$ cat src/verilog/adc_dma_params.svh
// register offsets, field positions, reset values and timing counts
`ifndef ADC_DMA_PARAMS_SVH
`define ADC_DMA_PARAMS_SVH

`define OFS_TIMING  8'h00
`define OFS_CHMODE  8'h04
`define OFS_AUX     8'h08
`define OFS_PTR_LO  8'h0C
`define OFS_PTR_MID 8'h10
`define OFS_PTR_PG  8'h14
`define OFS_RESULT  8'h18
`define OFS_STATUS  8'h1C

`define RST_TIMING  8'h20
`define RST_CHMODE  8'h00

`define F_MD        7:6
`define F_CK        5:4
`define F_AQ        3:2
`define B_T2C       1
`define B_EXC       0
`define B_DONE      7
`define B_DMA       6
`define B_CCONV     5
`define B_SCONV     4
`define F_CS        3:0

`define CONV_LAST   4'hE
`define STOP_ID     4'hF
`define SLOT_STEP   24'h000002

`endif

$ cat src/verilog/adc_dma_pkg.sv
// state types shared by the sequencer and the conversion timer
package adc_dma_pkg;
  typedef enum logic [1:0] {
    PH_IDLE = 2'b00,
    PH_SYNC = 2'b01,
    PH_ACQ  = 2'b10,
    PH_CONV = 2'b11
  } phase_type;
  typedef enum logic [2:0] {
    MS_IDLE    = 3'b000,
    MS_CHK     = 3'b001,
    MS_WR_HI   = 3'b010,
    MS_WR_LO   = 3'b011,
    MS_RD      = 3'b100,
    MS_RD_WAIT = 3'b101,
    MS_RD_TAKE = 3'b110
  } mem_state_type;
endpackage : adc_dma_pkg

$ cat src/verilog/conv_if.sv
// signals between the sequencer and the conversion timer
`timescale 1ns/1ps
interface conv_if;
  logic       start;
  logic       again;
  logic [1:0] ck_sel;
  logic [1:0] aq_sel;
  logic       busy;
  logic       track;
  logic       done;
  modport ctrl  (output start, again, ck_sel, aq_sel,
                 input busy, track, done);
  modport timer (input start, again, ck_sel, aq_sel,
                 output busy, track, done);
endinterface : conv_if

$ cat src/verilog/conv_timer.sv
// converter clock divider and conversion phase counter
`timescale 1ns/1ps
`include "adc_dma_params.svh"
module conv_timer (
  // clock and reset
  input wire logic clk,
  input wire logic rst,
  // sequencer side
  conv_if.timer    cv
);
  adc_dma_pkg::phase_type ph_q;
  logic [2:0]             div_q;
  logic [2:0]             ratio_m1;
  logic [3:0]             cnt_q;
  logic                   tick;
  logic                   track_q;
  logic                   done_q;

  always_comb begin
    unique case (cv.ck_sel)
      2'h0: ratio_m1 = 3'h0;
      2'h1: ratio_m1 = 3'h1;
      2'h2: ratio_m1 = 3'h3;
      2'h3: ratio_m1 = 3'h7;
    endcase
  end
  assign tick = (div_q >= ratio_m1);

  // held at zero while idle so the sync clock is always a full one
  always_ff @(posedge clk) begin
    if (rst || tick || ph_q == adc_dma_pkg::PH_IDLE) begin
      div_q <= 3'h0;
    end else begin
      div_q <= div_q + 3'h1;
    end
  end

  always_ff @(posedge clk) begin
    if (rst) begin
      ph_q    <= adc_dma_pkg::PH_IDLE;
      cnt_q   <= 4'h0;
      track_q <= 1'h0;
      done_q  <= 1'h0;
    end else begin
      done_q <= 1'h0;
      unique case (ph_q)
        adc_dma_pkg::PH_IDLE: if (cv.start) begin
          ph_q <= adc_dma_pkg::PH_SYNC;
        end
        adc_dma_pkg::PH_SYNC: if (tick) begin
          ph_q    <= adc_dma_pkg::PH_ACQ;
          cnt_q   <= {2'h0, cv.aq_sel};
          track_q <= 1'h1;
        end
        adc_dma_pkg::PH_ACQ: if (tick) begin
          if (cnt_q == 4'h0) begin
            ph_q    <= adc_dma_pkg::PH_CONV;
            cnt_q   <= `CONV_LAST;
            track_q <= 1'h0;
          end else begin
            cnt_q <= cnt_q - 4'h1;
          end
        end
        adc_dma_pkg::PH_CONV: if (tick) begin
          if (cnt_q == 4'h0) begin
            done_q <= 1'h1;
            ph_q   <= cv.again ? adc_dma_pkg::PH_SYNC
                               : adc_dma_pkg::PH_IDLE;
          end else begin
            cnt_q <= cnt_q - 4'h1;
          end
        end
      endcase
    end
  end

  assign cv.busy  = (ph_q != adc_dma_pkg::PH_IDLE);
  assign cv.track = track_q;
  assign cv.done  = done_q;
endmodule : conv_timer

$ cat src/verilog/adc_sequencer_dma.sv
// converter sequencer with apb registers and capture engine
`timescale 1ns/1ps
`include "adc_dma_params.svh"

module adc_sequencer_dma #(
  parameter int AW = 24
) (
  // clock and reset
  input  wire logic          CLK_SYS,
  input  wire logic          RST,
  // apb slave
  input  wire logic          PSEL,
  input  wire logic          PENABLE,
  input  wire logic          PWRITE,
  input  wire logic [7:0]    PADDR,
  input  wire logic [31:0]   PWDATA,
  output      logic [31:0]   PRDATA,
  output      logic          PREADY,
  output      logic          PSLVERR,
  // triggers and interrupt entry
  input  wire logic          TIMER2_OVF,
  input  wire logic          CONVST_N,
  input  wire logic          ISR_ACK,
  output      logic          DONE_FLAG,
  // converter core
  input  wire logic [11:0]   ADC_RESULT,
  output      logic [3:0]    ADC_CHANNEL,
  output      logic          ADC_TRACK,
  output      logic          REF_ON,
  // core side of external memory
  input  wire logic [AW-1:0] CORE_ADDR,
  input  wire logic [7:0]    CORE_WDATA,
  input  wire logic          CORE_WE,
  input  wire logic          CORE_RE,
  output      logic [7:0]    CORE_RDATA,
  // external memory
  output      logic [AW-1:0] MEM_ADDR,
  output      logic [7:0]    MEM_WDATA,
  output      logic          MEM_WE,
  output      logic          MEM_RE,
  input  wire logic [7:0]    MEM_RDATA,
  output      logic          MEM_OWN
);
  localparam logic [7:0] CH_RST = `RST_CHMODE;

  conv_if cv ();
  conv_timer u_timer (
    .clk (CLK_SYS),
    .rst (RST),
    .cv  (cv.timer)
  );

  logic [7:0]    tim_q;
  logic          dma_q;
  logic          cconv_q;
  logic          sconv_q;
  logic [3:0]    cs_q;
  logic          flag_q;
  logic [1:0]    aux_q;
  logic [AW-1:0] ptr_q;
  logic          ref_q;
  logic          pready_q;
  logic          pslverr_q;
  logic [31:0]   prdata_q;
  logic [31:0]   rd_word;
  logic          rd_hit;
  logic          acc;
  logic          wr;
  logic          t2_half_q;
  logic          convst_prev_q;
  logic          start_q;
  logic          run_q;
  logic          free_q;
  logic          stop_q;
  logic          again_q;
  logic [1:0]    dcyc_q;
  logic [3:0]    conv_ch_q;
  logic [3:0]    next_id_q;
  logic [15:0]   res_q;
  logic          have_q;
  logic [AW-1:0] rd_ptr_q;
  logic [AW-1:0] wr_ptr_q;
  logic [AW-1:0] mem_addr_q;
  logic [7:0]    mem_wdata_q;
  logic          mem_we_q;
  logic          mem_re_q;
  logic [7:0]    core_rdata_q;
  adc_dma_pkg::mem_state_type ms_q;

  logic powered;
  logic sw_trig;
  logic hw_trig;
  logic go_ok;
  logic dma_first;
  logic dma_next;
  logic plain;
  logic chain;
  logic kick;
  logic fin;

  // ----------------------------------------------------------------
  // register slave
  // ----------------------------------------------------------------
  // one wait state: the answer comes from flops in the access phase
  assign acc = PSEL & PENABLE & pready_q;
  assign wr  = acc & PWRITE;

  always_comb begin
    rd_hit  = 1'h1;
    rd_word = 32'h0;
    unique case (PADDR)
      `OFS_TIMING:  rd_word = {24'h0, tim_q};
      `OFS_CHMODE:  rd_word = {24'h0, flag_q, dma_q, cconv_q,
                               sconv_q, cs_q};
      `OFS_AUX:     rd_word = {30'h0, aux_q};
      `OFS_PTR_LO:  rd_word = {24'h0, ptr_q[7:0]};
      `OFS_PTR_MID: rd_word = {24'h0, ptr_q[15:8]};
      `OFS_PTR_PG:  rd_word = {{(48-AW){1'b0}}, ptr_q[AW-1:16]};
      `OFS_RESULT:  rd_word = {16'h0, res_q};
      `OFS_STATUS:  rd_word = {29'h0, ref_q, run_q, cv.busy};
      default:      rd_hit  = 1'h0;
    endcase
  end

  always_ff @(posedge CLK_SYS) begin
    if (RST) begin
      pready_q  <= 1'h0;
      pslverr_q <= 1'h0;
      prdata_q  <= 32'h0;
    end else begin
      pready_q <= PSEL & PENABLE & ~pready_q;
      if (PSEL && PENABLE && !pready_q) begin
        pslverr_q <= ~rd_hit;
        prdata_q  <= PWRITE ? 32'h0 : rd_word;
      end
    end
  end

  always_ff @(posedge CLK_SYS) begin
    if (RST) begin
      tim_q <= `RST_TIMING;
    end else if (wr && PADDR == `OFS_TIMING) begin
      tim_q <= PWDATA[7:0];
    end
  end

  always_ff @(posedge CLK_SYS) begin
    if (RST) begin
      dma_q   <= CH_RST[`B_DMA];
      cconv_q <= CH_RST[`B_CCONV];
      cs_q    <= CH_RST[`F_CS];
    end else if (wr && PADDR == `OFS_CHMODE) begin
      dma_q   <= PWDATA[`B_DMA];
      cconv_q <= PWDATA[`B_CCONV];
      cs_q    <= PWDATA[`F_CS];
    end else if (fin) begin
      cconv_q <= 1'h0;
    end
  end

  always_ff @(posedge CLK_SYS) begin
    if (RST) begin
      sconv_q <= CH_RST[`B_SCONV];
    end else if (wr && PADDR == `OFS_CHMODE) begin
      sconv_q <= PWDATA[`B_SCONV];
    end else if (fin || (cv.done && !run_q)) begin
      sconv_q <= 1'h0;
    end
  end

  // a completion in the same cycle as an acknowledge is kept
  always_ff @(posedge CLK_SYS) begin
    if (RST) begin
      flag_q <= CH_RST[`B_DONE];
    end else if (fin || (cv.done && !run_q)) begin
      flag_q <= 1'h1;
    end else if (ISR_ACK) begin
      flag_q <= 1'h0;
    end else if (wr && PADDR == `OFS_CHMODE) begin
      flag_q <= PWDATA[`B_DONE];
    end
  end

  always_ff @(posedge CLK_SYS) begin
    if (RST) begin
      aux_q <= 2'h0;
    end else if (wr && PADDR == `OFS_AUX) begin
      aux_q <= PWDATA[1:0];
    end
  end

  always_ff @(posedge CLK_SYS) begin
    if (RST) begin
      ptr_q <= '0;
    end else if (wr && PADDR == `OFS_PTR_LO) begin
      ptr_q[7:0] <= PWDATA[7:0];
    end else if (wr && PADDR == `OFS_PTR_MID) begin
      ptr_q[15:8] <= PWDATA[7:0];
    end else if (wr && PADDR == `OFS_PTR_PG) begin
      ptr_q[AW-1:16] <= PWDATA[AW-17:0];
    end
  end

  // ----------------------------------------------------------------
  // reference and triggers
  // ----------------------------------------------------------------
  assign powered = (tim_q[`F_MD] != 2'h0);

  always_ff @(posedge CLK_SYS) begin
    if (RST) begin
      ref_q <= 1'h0;
    end else begin
      ref_q <= powered | (|aux_q);
    end
  end

  // timer trigger fires on every second overflow
  always_ff @(posedge CLK_SYS) begin
    if (RST || !tim_q[`B_T2C]) begin
      t2_half_q <= 1'h0;
    end else if (TIMER2_OVF) begin
      t2_half_q <= ~t2_half_q;
    end
  end

  always_ff @(posedge CLK_SYS) begin
    if (RST) begin
      convst_prev_q <= 1'h1;
    end else begin
      convst_prev_q <= CONVST_N;
    end
  end

  assign hw_trig = (tim_q[`B_T2C] & TIMER2_OVF & t2_half_q)
                 | (tim_q[`B_EXC] & convst_prev_q & ~CONVST_N);
  assign sw_trig = sconv_q | cconv_q;

  // ----------------------------------------------------------------
  // conversion sequencing
  // ----------------------------------------------------------------
  // triggers arriving while a conversion runs are ignored
  assign go_ok     = powered & ~cv.busy & ~start_q & ~cv.done;
  assign dma_first = dma_q & ~run_q & go_ok & (sw_trig | hw_trig);
  assign dma_next  = run_q & go_ok & ~stop_q & ~free_q & hw_trig;
  assign plain     = ~dma_q & go_ok & (sw_trig | hw_trig);
  assign chain     = run_q & cv.done & again_q;
  assign kick      = dma_first | dma_next | chain;
  assign fin       = run_q & cv.done & stop_q;

  always_ff @(posedge CLK_SYS) begin
    if (RST) begin
      start_q <= 1'h0;
    end else begin
      start_q <= dma_first | dma_next | plain;
    end
  end

  always_ff @(posedge CLK_SYS) begin
    if (RST) begin
      again_q <= 1'h0;
    end else if (run_q) begin
      again_q <= free_q & ~stop_q;
    end else begin
      again_q <= ~dma_q & cconv_q & powered;
    end
  end

  always_ff @(posedge CLK_SYS) begin
    if (RST) begin
      run_q  <= 1'h0;
      free_q <= 1'h0;
    end else if (dma_first) begin
      run_q  <= 1'h1;
      free_q <= sw_trig;
    end else if (fin) begin
      run_q  <= 1'h0;
      free_q <= 1'h0;
    end
  end

  // the first conversion only primes the pipe; its result is dropped
  always_ff @(posedge CLK_SYS) begin
    if (RST || dma_first) begin
      dcyc_q <= 2'h0;
    end else if (run_q && cv.done && dcyc_q != 2'h3) begin
      dcyc_q <= dcyc_q + 2'h1;
    end
  end

  always_ff @(posedge CLK_SYS) begin
    if (RST) begin
      conv_ch_q <= 4'h0;
    end else if (dma_first || plain) begin
      conv_ch_q <= cs_q;
    end else if (dma_next || chain) begin
      conv_ch_q <= next_id_q;
    end
  end

  always_ff @(posedge CLK_SYS) begin
    if (RST) begin
      res_q <= 16'h0;
    end else if (cv.done) begin
      res_q <= {conv_ch_q, ADC_RESULT};
    end
  end

  always_ff @(posedge CLK_SYS) begin
    if (RST || fin || dma_first) begin
      have_q <= 1'h0;
    end else if (run_q && cv.done) begin
      have_q <= (dcyc_q != 2'h0);
    end else if (ms_q == adc_dma_pkg::MS_WR_LO) begin
      have_q <= 1'h0;
    end
  end

  // ----------------------------------------------------------------
  // memory engine
  // ----------------------------------------------------------------
  always_ff @(posedge CLK_SYS) begin
    if (RST) begin
      ms_q <= adc_dma_pkg::MS_IDLE;
    end else begin
      unique case (ms_q)
        adc_dma_pkg::MS_IDLE:
          if (kick) ms_q <= adc_dma_pkg::MS_CHK;
        adc_dma_pkg::MS_CHK:
          ms_q <= have_q ? adc_dma_pkg::MS_WR_HI
                         : adc_dma_pkg::MS_RD;
        adc_dma_pkg::MS_WR_HI:   ms_q <= adc_dma_pkg::MS_WR_LO;
        adc_dma_pkg::MS_WR_LO:   ms_q <= adc_dma_pkg::MS_RD;
        adc_dma_pkg::MS_RD:      ms_q <= adc_dma_pkg::MS_RD_WAIT;
        adc_dma_pkg::MS_RD_WAIT: ms_q <= adc_dma_pkg::MS_RD_TAKE;
        adc_dma_pkg::MS_RD_TAKE: ms_q <= adc_dma_pkg::MS_IDLE;
        default:                 ms_q <= adc_dma_pkg::MS_IDLE;
      endcase
    end
  end

  always_ff @(posedge CLK_SYS) begin
    if (RST) begin
      rd_ptr_q <= '0;
      wr_ptr_q <= '0;
    end else if (dma_first) begin
      rd_ptr_q <= ptr_q;
      wr_ptr_q <= ptr_q;
    end else begin
      if (ms_q == adc_dma_pkg::MS_RD_TAKE) begin
        rd_ptr_q <= rd_ptr_q + AW'(`SLOT_STEP);
      end
      if (ms_q == adc_dma_pkg::MS_WR_LO) begin
        wr_ptr_q <= wr_ptr_q + AW'(`SLOT_STEP);
      end
    end
  end

  always_ff @(posedge CLK_SYS) begin
    if (RST || dma_first) begin
      next_id_q <= 4'h0;
      stop_q    <= 1'h0;
    end else if (ms_q == adc_dma_pkg::MS_RD_TAKE) begin
      next_id_q <= MEM_RDATA[7:4];
      stop_q    <= (MEM_RDATA[7:4] == `STOP_ID);
    end
  end

  // pins follow the engine state one cycle later
  always_ff @(posedge CLK_SYS) begin
    if (RST) begin
      mem_addr_q   <= '0;
      mem_wdata_q  <= 8'h0;
      mem_we_q     <= 1'h0;
      mem_re_q     <= 1'h0;
      core_rdata_q <= 8'h0;
    end else if (run_q) begin
      mem_we_q     <= (ms_q == adc_dma_pkg::MS_WR_HI)
                    | (ms_q == adc_dma_pkg::MS_WR_LO);
      mem_re_q     <= (ms_q == adc_dma_pkg::MS_RD);
      mem_addr_q   <= (ms_q == adc_dma_pkg::MS_WR_HI) ? wr_ptr_q
                    : (ms_q == adc_dma_pkg::MS_WR_LO)
                      ? wr_ptr_q + AW'(1) : rd_ptr_q;
      mem_wdata_q  <= (ms_q == adc_dma_pkg::MS_WR_HI)
                      ? res_q[15:8] : res_q[7:0];
      core_rdata_q <= 8'h0;
    end else begin
      mem_we_q     <= CORE_WE;
      mem_re_q     <= CORE_RE;
      mem_addr_q   <= CORE_ADDR;
      mem_wdata_q  <= CORE_WDATA;
      core_rdata_q <= MEM_RDATA;
    end
  end

  // ----------------------------------------------------------------
  // outputs
  // ----------------------------------------------------------------
  assign cv.start  = start_q;
  assign cv.again  = again_q;
  assign cv.ck_sel = tim_q[`F_CK];
  assign cv.aq_sel = tim_q[`F_AQ];

  assign PRDATA      = prdata_q;
  assign PREADY      = pready_q;
  assign PSLVERR     = pslverr_q;
  assign DONE_FLAG   = flag_q;
  assign ADC_CHANNEL = conv_ch_q;
  assign ADC_TRACK   = cv.track;
  assign REF_ON      = ref_q;
  assign CORE_RDATA  = core_rdata_q;
  assign MEM_ADDR    = mem_addr_q;
  assign MEM_WDATA   = mem_wdata_q;
  assign MEM_WE      = mem_we_q;
  assign MEM_RE      = mem_re_q;
  assign MEM_OWN     = run_q;
endmodule : adc_sequencer_dma

$ cat config.mk
export PLATFORM = sky130hd
export DESIGN_NAME = adc_sequencer_dma
export DESIGN_NICKNAME = d
export VERILOG_FILES = /design/src/verilog/adc_dma_pkg.sv /design/src/verilog/conv_if.sv /design/src/verilog/conv_timer.sv /design/src/verilog/adc_sequencer_dma.sv
export VERILOG_INCLUDE_DIRS = /design/src /design/src/verilog
export SDC_FILE = /design/constraint.sdc
export NUM_CORES = 1
export LEC_CHECK = 0
export ABC_CLOCK_PERIOD_IN_PS = 2100
export BUFFER_PORTS_ARGS = -buffer_cell sky130_fd_sc_hd__buf_2
export CORE_ASPECT_RATIO = 1.5
export CORE_MARGIN = 2
export CORE_UTILIZATION = 35
export CTS_BUF_LIST = sky130_fd_sc_hd__clkbuf_16
export DETAILED_ROUTE_END_ITERATION = 12
export PLACE_DENSITY = 0.54
export RECOVER_POWER = 100
export REMOVE_ABC_BUFFERS = 1
export SYNTH_ARGS = -nofsm -noshare
export SYNTH_HDL_FRONTEND = slang
export SYNTH_HIERARCHICAL = 1
export SYNTH_SLANG_ARGS = --single-unit
$ cat constraint.sdc
create_clock -name CLK_SYS -period 2.1 [get_ports CLK_SYS]
set_clock_uncertainty 0.05 [all_clocks]
set_input_delay 0.42 -clock CLK_SYS [delete_from_list [all_inputs] [get_ports CLK_SYS]]
set_output_delay 0.42 -clock CLK_SYS [all_outputs]
set_load 0.03 [all_outputs]
After elaboration in Yosys (flattened, before gate mapping)
Index checks and enable logic that the tools add are counted.
{ "totals": {"inputBits": 102, "wordCells": 225, "regBits": 215} }
{ "classes": {"n_reduce_logical": 50, "bitwise_logic": 49, "add_sub_neg": 6, "n_eq_ne": 29, "mux": 51, "order_cmp": 1} }
{ "ops": {"columns": ["operator", "count"], "rows": [
  ["24-bit 2-to-1 mux", 7],
  ["16-bit case mux with 8 select lines", 1],
  ["24-bit by 2-bit adder with 24-bit output, second input constant", 2],
  ["8-bit by 5-bit == test with 1-bit output, second input constant", 4],
  ["32-bit 2-to-1 mux", 1],
  ["4-bit 2-to-1 mux", 7],
  ["1-bit bitwise AND", 26],
  ["24-bit by 1-bit adder with 24-bit output, second input constant", 1],
  ["2-bit nonzero test", 11],
  ["1-bit 2-to-1 mux", 20],
  ["3-bit case mux with 6 select lines", 1],
  ["8-bit by 4-bit == test with 1-bit output, second input constant", 2],
  ["8-bit 2-to-1 mux", 2],
  ["1-bit NOT", 15],
  ["2-bit 2-to-1 mux", 6],
  ["3-bit case mux with 4 select lines", 1],
  ["4-bit case mux with 3 select lines", 1],
  ["1-bit logical AND", 11],
  ["2-bit by 1-bit != test with 1-bit output, second input constant", 5],
  ["3-bit == test, second input constant", 3],
  ["1-bit logical OR", 9],
  ["2-bit == test, second input constant", 4],
  ["8-bit by 3-bit == test with 1-bit output, second input constant", 1],
  ["8-bit logical NOT", 1],
  ["other kinds (26)", 44]
]} }

Longest topological paths before layout
{ "logic_depth": {"word_depth": 13, "ltp_mapped": 9} }

By module
Netlist, hierarchy kept.
{ "by_module_without_submodules": {"columns": ["mod", "area_each_um2", "seq_area_each_um2", "instances", "cells_each"], "rows": [
  ["adc_sequencer_dma", 8841.0, 3743.6, 1, 1029],
  ["conv_timer", 803.3, 220.2, 1, 93]
]} }

Worst setup path after synthesis
Ideal clock, no wire load.
{ "synth_path": {"path_kind": "register to register", "start": "reg u_timer.ph_q[0]", "end": "reg rd_ptr_q[22]", "period_less_slack_ns": 1.969, "setup_time_ns": 0.133, "required_time_ns": 1.917, "slack_ns": 0.131, "t_arrival_ns": 1.787, "stages_incl_launch_ff": 10, "n_path_buf": 2, "cell_sequence": "dfxtp_1 inv_1 ha_1 inv_1 nor4_4 nand4_1 clkbuf_1 clkbuf_1 o21ai_0 a21oi_1"} }
{ "synth_via": {"elab_chain_len": 8, "elab_cells_between_ends": 9, "classes_between": "mux: 1; bitwise: 6; reduce/logical: 2"} }
{ "synth_lines": {"columns": ["element", "line", "text"], "rows": [
  ["from (decl)", "conv_timer.sv:11", "adc_dma_pkg::phase_type ph_q;"],
  ["from (signal assigned)", "conv_timer.sv:40", "ph_q <= adc_dma_pkg::PH_IDLE;"],
  ["from (signal assigned)", "conv_timer.sv:48", "ph_q <= adc_dma_pkg::PH_SYNC;"],
  ["from (signal assigned)", "conv_timer.sv:51", "ph_q <= adc_dma_pkg::PH_ACQ;"],
  ["2-bit nonzero test *", "conv_timer.sv:77", "assign cv.busy = (ph_q != adc_dma_pkg::PH_IDLE);"],
  ["named net cv.busy", "conv_if.sv:8", "logic busy;"],
  ["1-bit NOT *", "adc_sequencer_dma.sv:242", "assign go_ok = powered & ~cv.busy & ~start_q & ~cv.done;"],
  ["1-bit bitwise AND * (3 in a row)", "adc_sequencer_dma.sv:242", null],
  ["1-bit bitwise AND * (2 in a row)", "adc_sequencer_dma.sv:243", "assign dma_first = dma_q & ~run_q & go_ok & (sw_trig | hw_trig);"],
  ["24-bit 2-to-1 mux or 2-bit nonzero test (tied branches)", null, null],
  ["to (signal assigned)", "adc_sequencer_dma.sv:346", "rd_ptr_q <= ptr_q;"],
  ["to (signal assigned)", "adc_sequencer_dma.sv:350", "rd_ptr_q <= rd_ptr_q + AW'(`SLOT_STEP);"],
  ["to (decl)", "adc_sequencer_dma.sv:81", "logic [AW-1:0] rd_ptr_q;"]
]} }
Mark *: on every way through the listed nets, which the timed path passes. The rest lies on a longest branch.
A chain may end at the register's enable or synchronous reset.

Worst setup path after layout
{ "layout_path": {"start": "reg tim_q[5]", "end": "reg u_timer.cnt_q[0]"} }
{ "layout_via": {"elab_chain_len": 5, "elab_cells_between_ends": 10, "classes_between": "order compare: 1; eq/ne: 6; mux: 1; reduce/logical: 2"} }
{ "layout_lines": {"columns": ["element", "line", "text"], "rows": [
  ["from (decl)", "adc_sequencer_dma.sv:53", "logic [7:0] tim_q;"],
  ["from (signal assigned)", "adc_sequencer_dma.sv:141", "tim_q <= `RST_TIMING;"],
  ["from (signal assigned)", "adc_sequencer_dma.sv:143", "tim_q <= PWDATA[7:0];"],
  ["2-bit == test (tied with other cells)", "conv_timer.sv:20", "unique case (cv.ck_sel)"],
  ["3-bit case mux with 4 select lines *", "conv_timer.sv:20", null],
  ["3-bit greater-or-equal comparator *", "conv_timer.sv:27", "assign tick = (div_q >= ratio_m1);"],
  ["2-bit by 1-bit != test with 1-bit output (no line)", null, null],
  ["5-bit AND reduction (no line) *", null, null],
  ["to (signal assigned)", "conv_timer.sv:52", "cnt_q <= {2'h0, cv.aq_sel};"],
  ["to (signal assigned)", "conv_timer.sv:58", "cnt_q <= `CONV_LAST;"],
  ["to (signal assigned)", "conv_timer.sv:61", "cnt_q <= cnt_q - 4'h1;"],
  ["to (decl)", "conv_timer.sv:14", "logic [3:0] cnt_q;"]
]} }
Mark *: on every way between the ends. The rest lies on a longest branch, timed or not.

==> impl_metrics.toml <==
[layout]
nets = 1420
area_growth_pct = 20.8
drive_gt1_share_pct = 16.9
antenna_cells = 0
fin_area_mm2 = 0.0117

[synth]
synth_xor_area_share_pct = 5.36
synth_area_per_cell_um2 = 8.60
synth_commonest_cells = "dfxtp_1 (198), nor2_1 (137), nand2_1 (113), a21oi_1 (98), mux2i_1 (63)"
ys_top_cells_by_area = "dfxtp_1 (41%), mux2i_1 (6.5%), nor2_1 (5.3%)"
yosysWarnings = 6
synthAdderAreaFrac_pct = 1.95
synthCells = 1122
synth_most_common_cell = "dfxtp_1"
synth.top_cell.area_share_pct = 41.1
synth_edf_count = 0
ys_types = 73
synth_seq_cells = 198
synth_top_family_by_area = "simple AND/OR/NAND/NOR gates"
synth_compound_area_share_pct = 15.8
netlist_area_mm2 = 0.00964
synth-simple-area-share_pct = 21.9
async_flop_share_pct = 0
synthMuxAreaShare_pct = 8.29
synthFlopType = "dfxtp_1"
yosysSeqAreaShare_pct = 41.1
yosys.area.top_type = "dfxtp_1"

[hold_path]
hold_end = "CORE_RDATA[0]"
hp-class = "in -> reg"
hold_depth = 2
worstHoldStart = "MEM_RDATA[0]"

[critical_path]
setup.worst_path.class = "reg -> reg"
cp_cell_sequence = "or2_2 -> ha_1 -> nor2b_4 -> o221ai_4 -> a32oi_4 -> o21ai_1 -> o311a_1"
reg2reg_depth = 7
worstSetupEndpointType = "register"
r2r_start = "tim_q[5]"
max_stage_delay_ns = 0.36
worstPathMaxFanout = 8
cp.buffers_inverters = 0
crit_slowest_cell = "dfxtp_2"
worst_ep_arrival_time_ns = 2.32
critical_path.top_delay_family = "compound AO/OA/AOI/OAI gates"
timing.rr.end = "u_timer/cnt_q[0]"
cp-start-kind = "register"
reg2reg_setup_slack_ns = 0.07
cp_data_required_time_ns = 2.39

[routing]
drt-wirelength-per-cell_um = 17.9
drc_errors = 0
vias_per_cell = 5.16
ant_nets = 0
first_pass_iters = 4
drt_iter0_markers = 481
vias = 8551
routed_wl_um = 29600

[floorplan]
ios = 186
coreArea_mm2 = 0.0271
start_util_pct = 35.6
dieArea_mm2 = 0.0289
std_cell_rows = 74
die-width_um = 140
die_y_um = 207

[sta]
hold_viol = 0
relSlewSlack_pct = 29.8
setup_viol = 0
finalCriticalPeriod_ns = 2.03
post-route-period-util_pct = 96.6
setup_tns_ns = 0
tightest_slew_ns = 1.05
rsz0062_at_grt = "false"
maxSlewViolCount = 0
fmax_mhz = 493

[global_route]
grt_pass1_vias = 8499
grt_max_degree = 42
grt_pass1_wl_um = 46100
grt_usage_pct = 20.0
grt_overflow = 0
antenna_found_initial = 0

[status]
status = "finished clean"

[pwr]
p_leak_nw = 4.46
ir_drop_mv = 0.573
powerDensity_mw_per_mm2 = 706
total_power_mw = 8.23

[place]
port_buffers = 145
hpwlAfterDp_um = 22200
place.gp.congestion = 0.928
dpl-instance-area_mm2 = 0.0112

[clock_tree]
clkTransAtPathRegs_ns = 0.08
clk_latency_ns = 0.45
clock_sinks = 198
cts_tree = "done"
clock-root-buffer = "clkbuf_16"
cts_max_level = 4
cts_hold_buf = 0
numCtsBuffers = 17
clock_tree.buffer_depth = 2

[run]
cap_violations = 0
-- cell families (layout without fill, tap and decap cells) --
| group | after synthesis | in the layout |
|---|---|---|
| compound gates | 242 | 242 |
| mux | 74 | 74 |
| other cells | 1 | 16 |
| flops | 198 | 198 |
| xor+xnor | 59 | 59 |
| simple gates | 416 | 416 |
| fa+ha+maj | 15 | 15 |
| buf+inv | 117 | 296 |
-- timing repair --
action / 4_1_cts / 5_1_grt
setup buffers: 0 / 3
resized for setup: 0 / 14
setup endpoints to repair: 0 / 59
-- routing by layer --
| layer | wire length (µm) | track usage, % | up-vias |
|---|---|---|---|
| met5 | 0 | 0 | - |
| met4 | 1360 | 10.4 | 0 |
| met3 | 1060 | 3.39 | 58 |
| met2 | 15200 | 36.1 | 203 |
| met1 | 12000 | 22.3 | 3985 |
| li1 | - | - | 4305 |
-- how the worst max path moves through the flow --
stage / startpoint / to / slack, ns / depth (start not counted)
after global routing: wr_ptr_q[1] / MEM_ADDR[23] / 0.006 / 7
after detailed placement: u_timer/ph_q[1] / ADC_CHANNEL[2] / 0.07 / 8
after global placement: u_timer/ph_q[1] / rd_ptr_q[2] / 0.07 / 9
after CTS: u_timer/ph_q[1] / ADC_CHANNEL[2] / 0.05 / 8
after floorplan: MEM_OWN / rd_ptr_q[2] / -1.88 / 4
final: tim_q[5] / u_timer/cnt_q[0] / 0.07 / 7
-- power by group --
group / internal [mW] / switching, mW / total [mW]
Clock: 1.72 / 1.68 / 3.39
Combinational: 0.362 / 0.597 / 0.959
Sequential: 3.83 / 0.0453 / 3.88
-- state kept, by name (all words and copies together), names as in the netlist, 2 cells and up --
signal / count
ADC_CHANNEL: 4
CORE_RDATA: 8
MEM_ADDR: 24
MEM_WDATA: 8
PRDATA: 16
aux_q: 2
cs_q: 4
dcyc_q: 2
ms_q: 3
next_id_q: 4
ptr_q: 24
rd_ptr_q: 24
res_q: 16
tim_q: 8
u_timer/cnt_q: 4
u_timer/div_q: 3
u_timer/ph_q: 2
wr_ptr_q: 23
-- placed cells by master (no fill, tap or decap), types with 5 or more instances in the layout --
| master | netlist | final |
|---|---|---|
| dfxtp_1 | 198 | 195 |
| nand2_1 | 113 | 113 |
| mux2i_1 | 63 | 63 |
| and2_0 | 1 | 6 |
| mux2_2 | 7 | 7 |
| ha_1 | 15 | 14 |
| nand3_1 | 23 | 25 |
| inv_6 | 0 | 6 |
| clkbuf_1 | 42 | 83 |
| clkbuf_16 | 0 | 17 |
| conb_1 | 1 | 16 |
| nor4_1 | 12 | 12 |
| o311a_1 | 5 | 5 |
| a21oi_1 | 98 | 98 |
| a211oi_1 | 14 | 14 |
| o211ai_1 | 5 | 5 |
| a31oi_1 | 6 | 6 |
| buf_12 | 0 | 7 |
| clkbuf_4 | 0 | 5 |
| a311oi_1 | 10 | 10 |
| buf_2 | 21 | 75 |
| or3_1 | 5 | 5 |
| nand2b_1 | 6 | 6 |
| nor2_1 | 137 | 137 |
| a22oi_1 | 13 | 13 |
| and2_1 | 13 | 8 |
| and4_1 | 8 | 8 |
| xnor2_1 | 31 | 31 |
| nor3_1 | 19 | 19 |
| and3_1 | 15 | 15 |
| xor2_1 | 28 | 28 |
| clkbuf_2 | 0 | 8 |
| o21ai_1 | 5 | 8 |
| nand4_1 | 22 | 22 |
| nand3b_1 | 6 | 6 |
| nor3b_1 | 5 | 5 |
| inv_1 | 28 | 28 |
| o21ai_0 | 54 | 51 |
| buf_4 | 19 | 57 |
-- through the flow --
step                      std cells  hold WS (ns)  setup slack (ns)  utilization (%)
after floorplan                1048         0.367             -1.88                -
after global placement         1622         0.383            0.0734             41.2
after detailed placement       1622         0.388            0.0738             41.2
after CTS                      1654         0.101            0.0535             43.4
after global routing           1658         0.106           0.00640             43.0
final                          1658         0.121            0.0712             43.0
-- area by class of cell --
class | instances | area [µm²]
Fill cell | 2831 | 15500
Multi-Input combinational cell | 822 | 5200
Sequential cell | 198 | 3970
Timing Repair Buffer | 236 | 1340
Tap cell | 342 | 428
Clock buffer | 17 | 425
Clock inverter | 15 | 181
Inverter | 28 | 105
(Power assumes the default switching activity.)
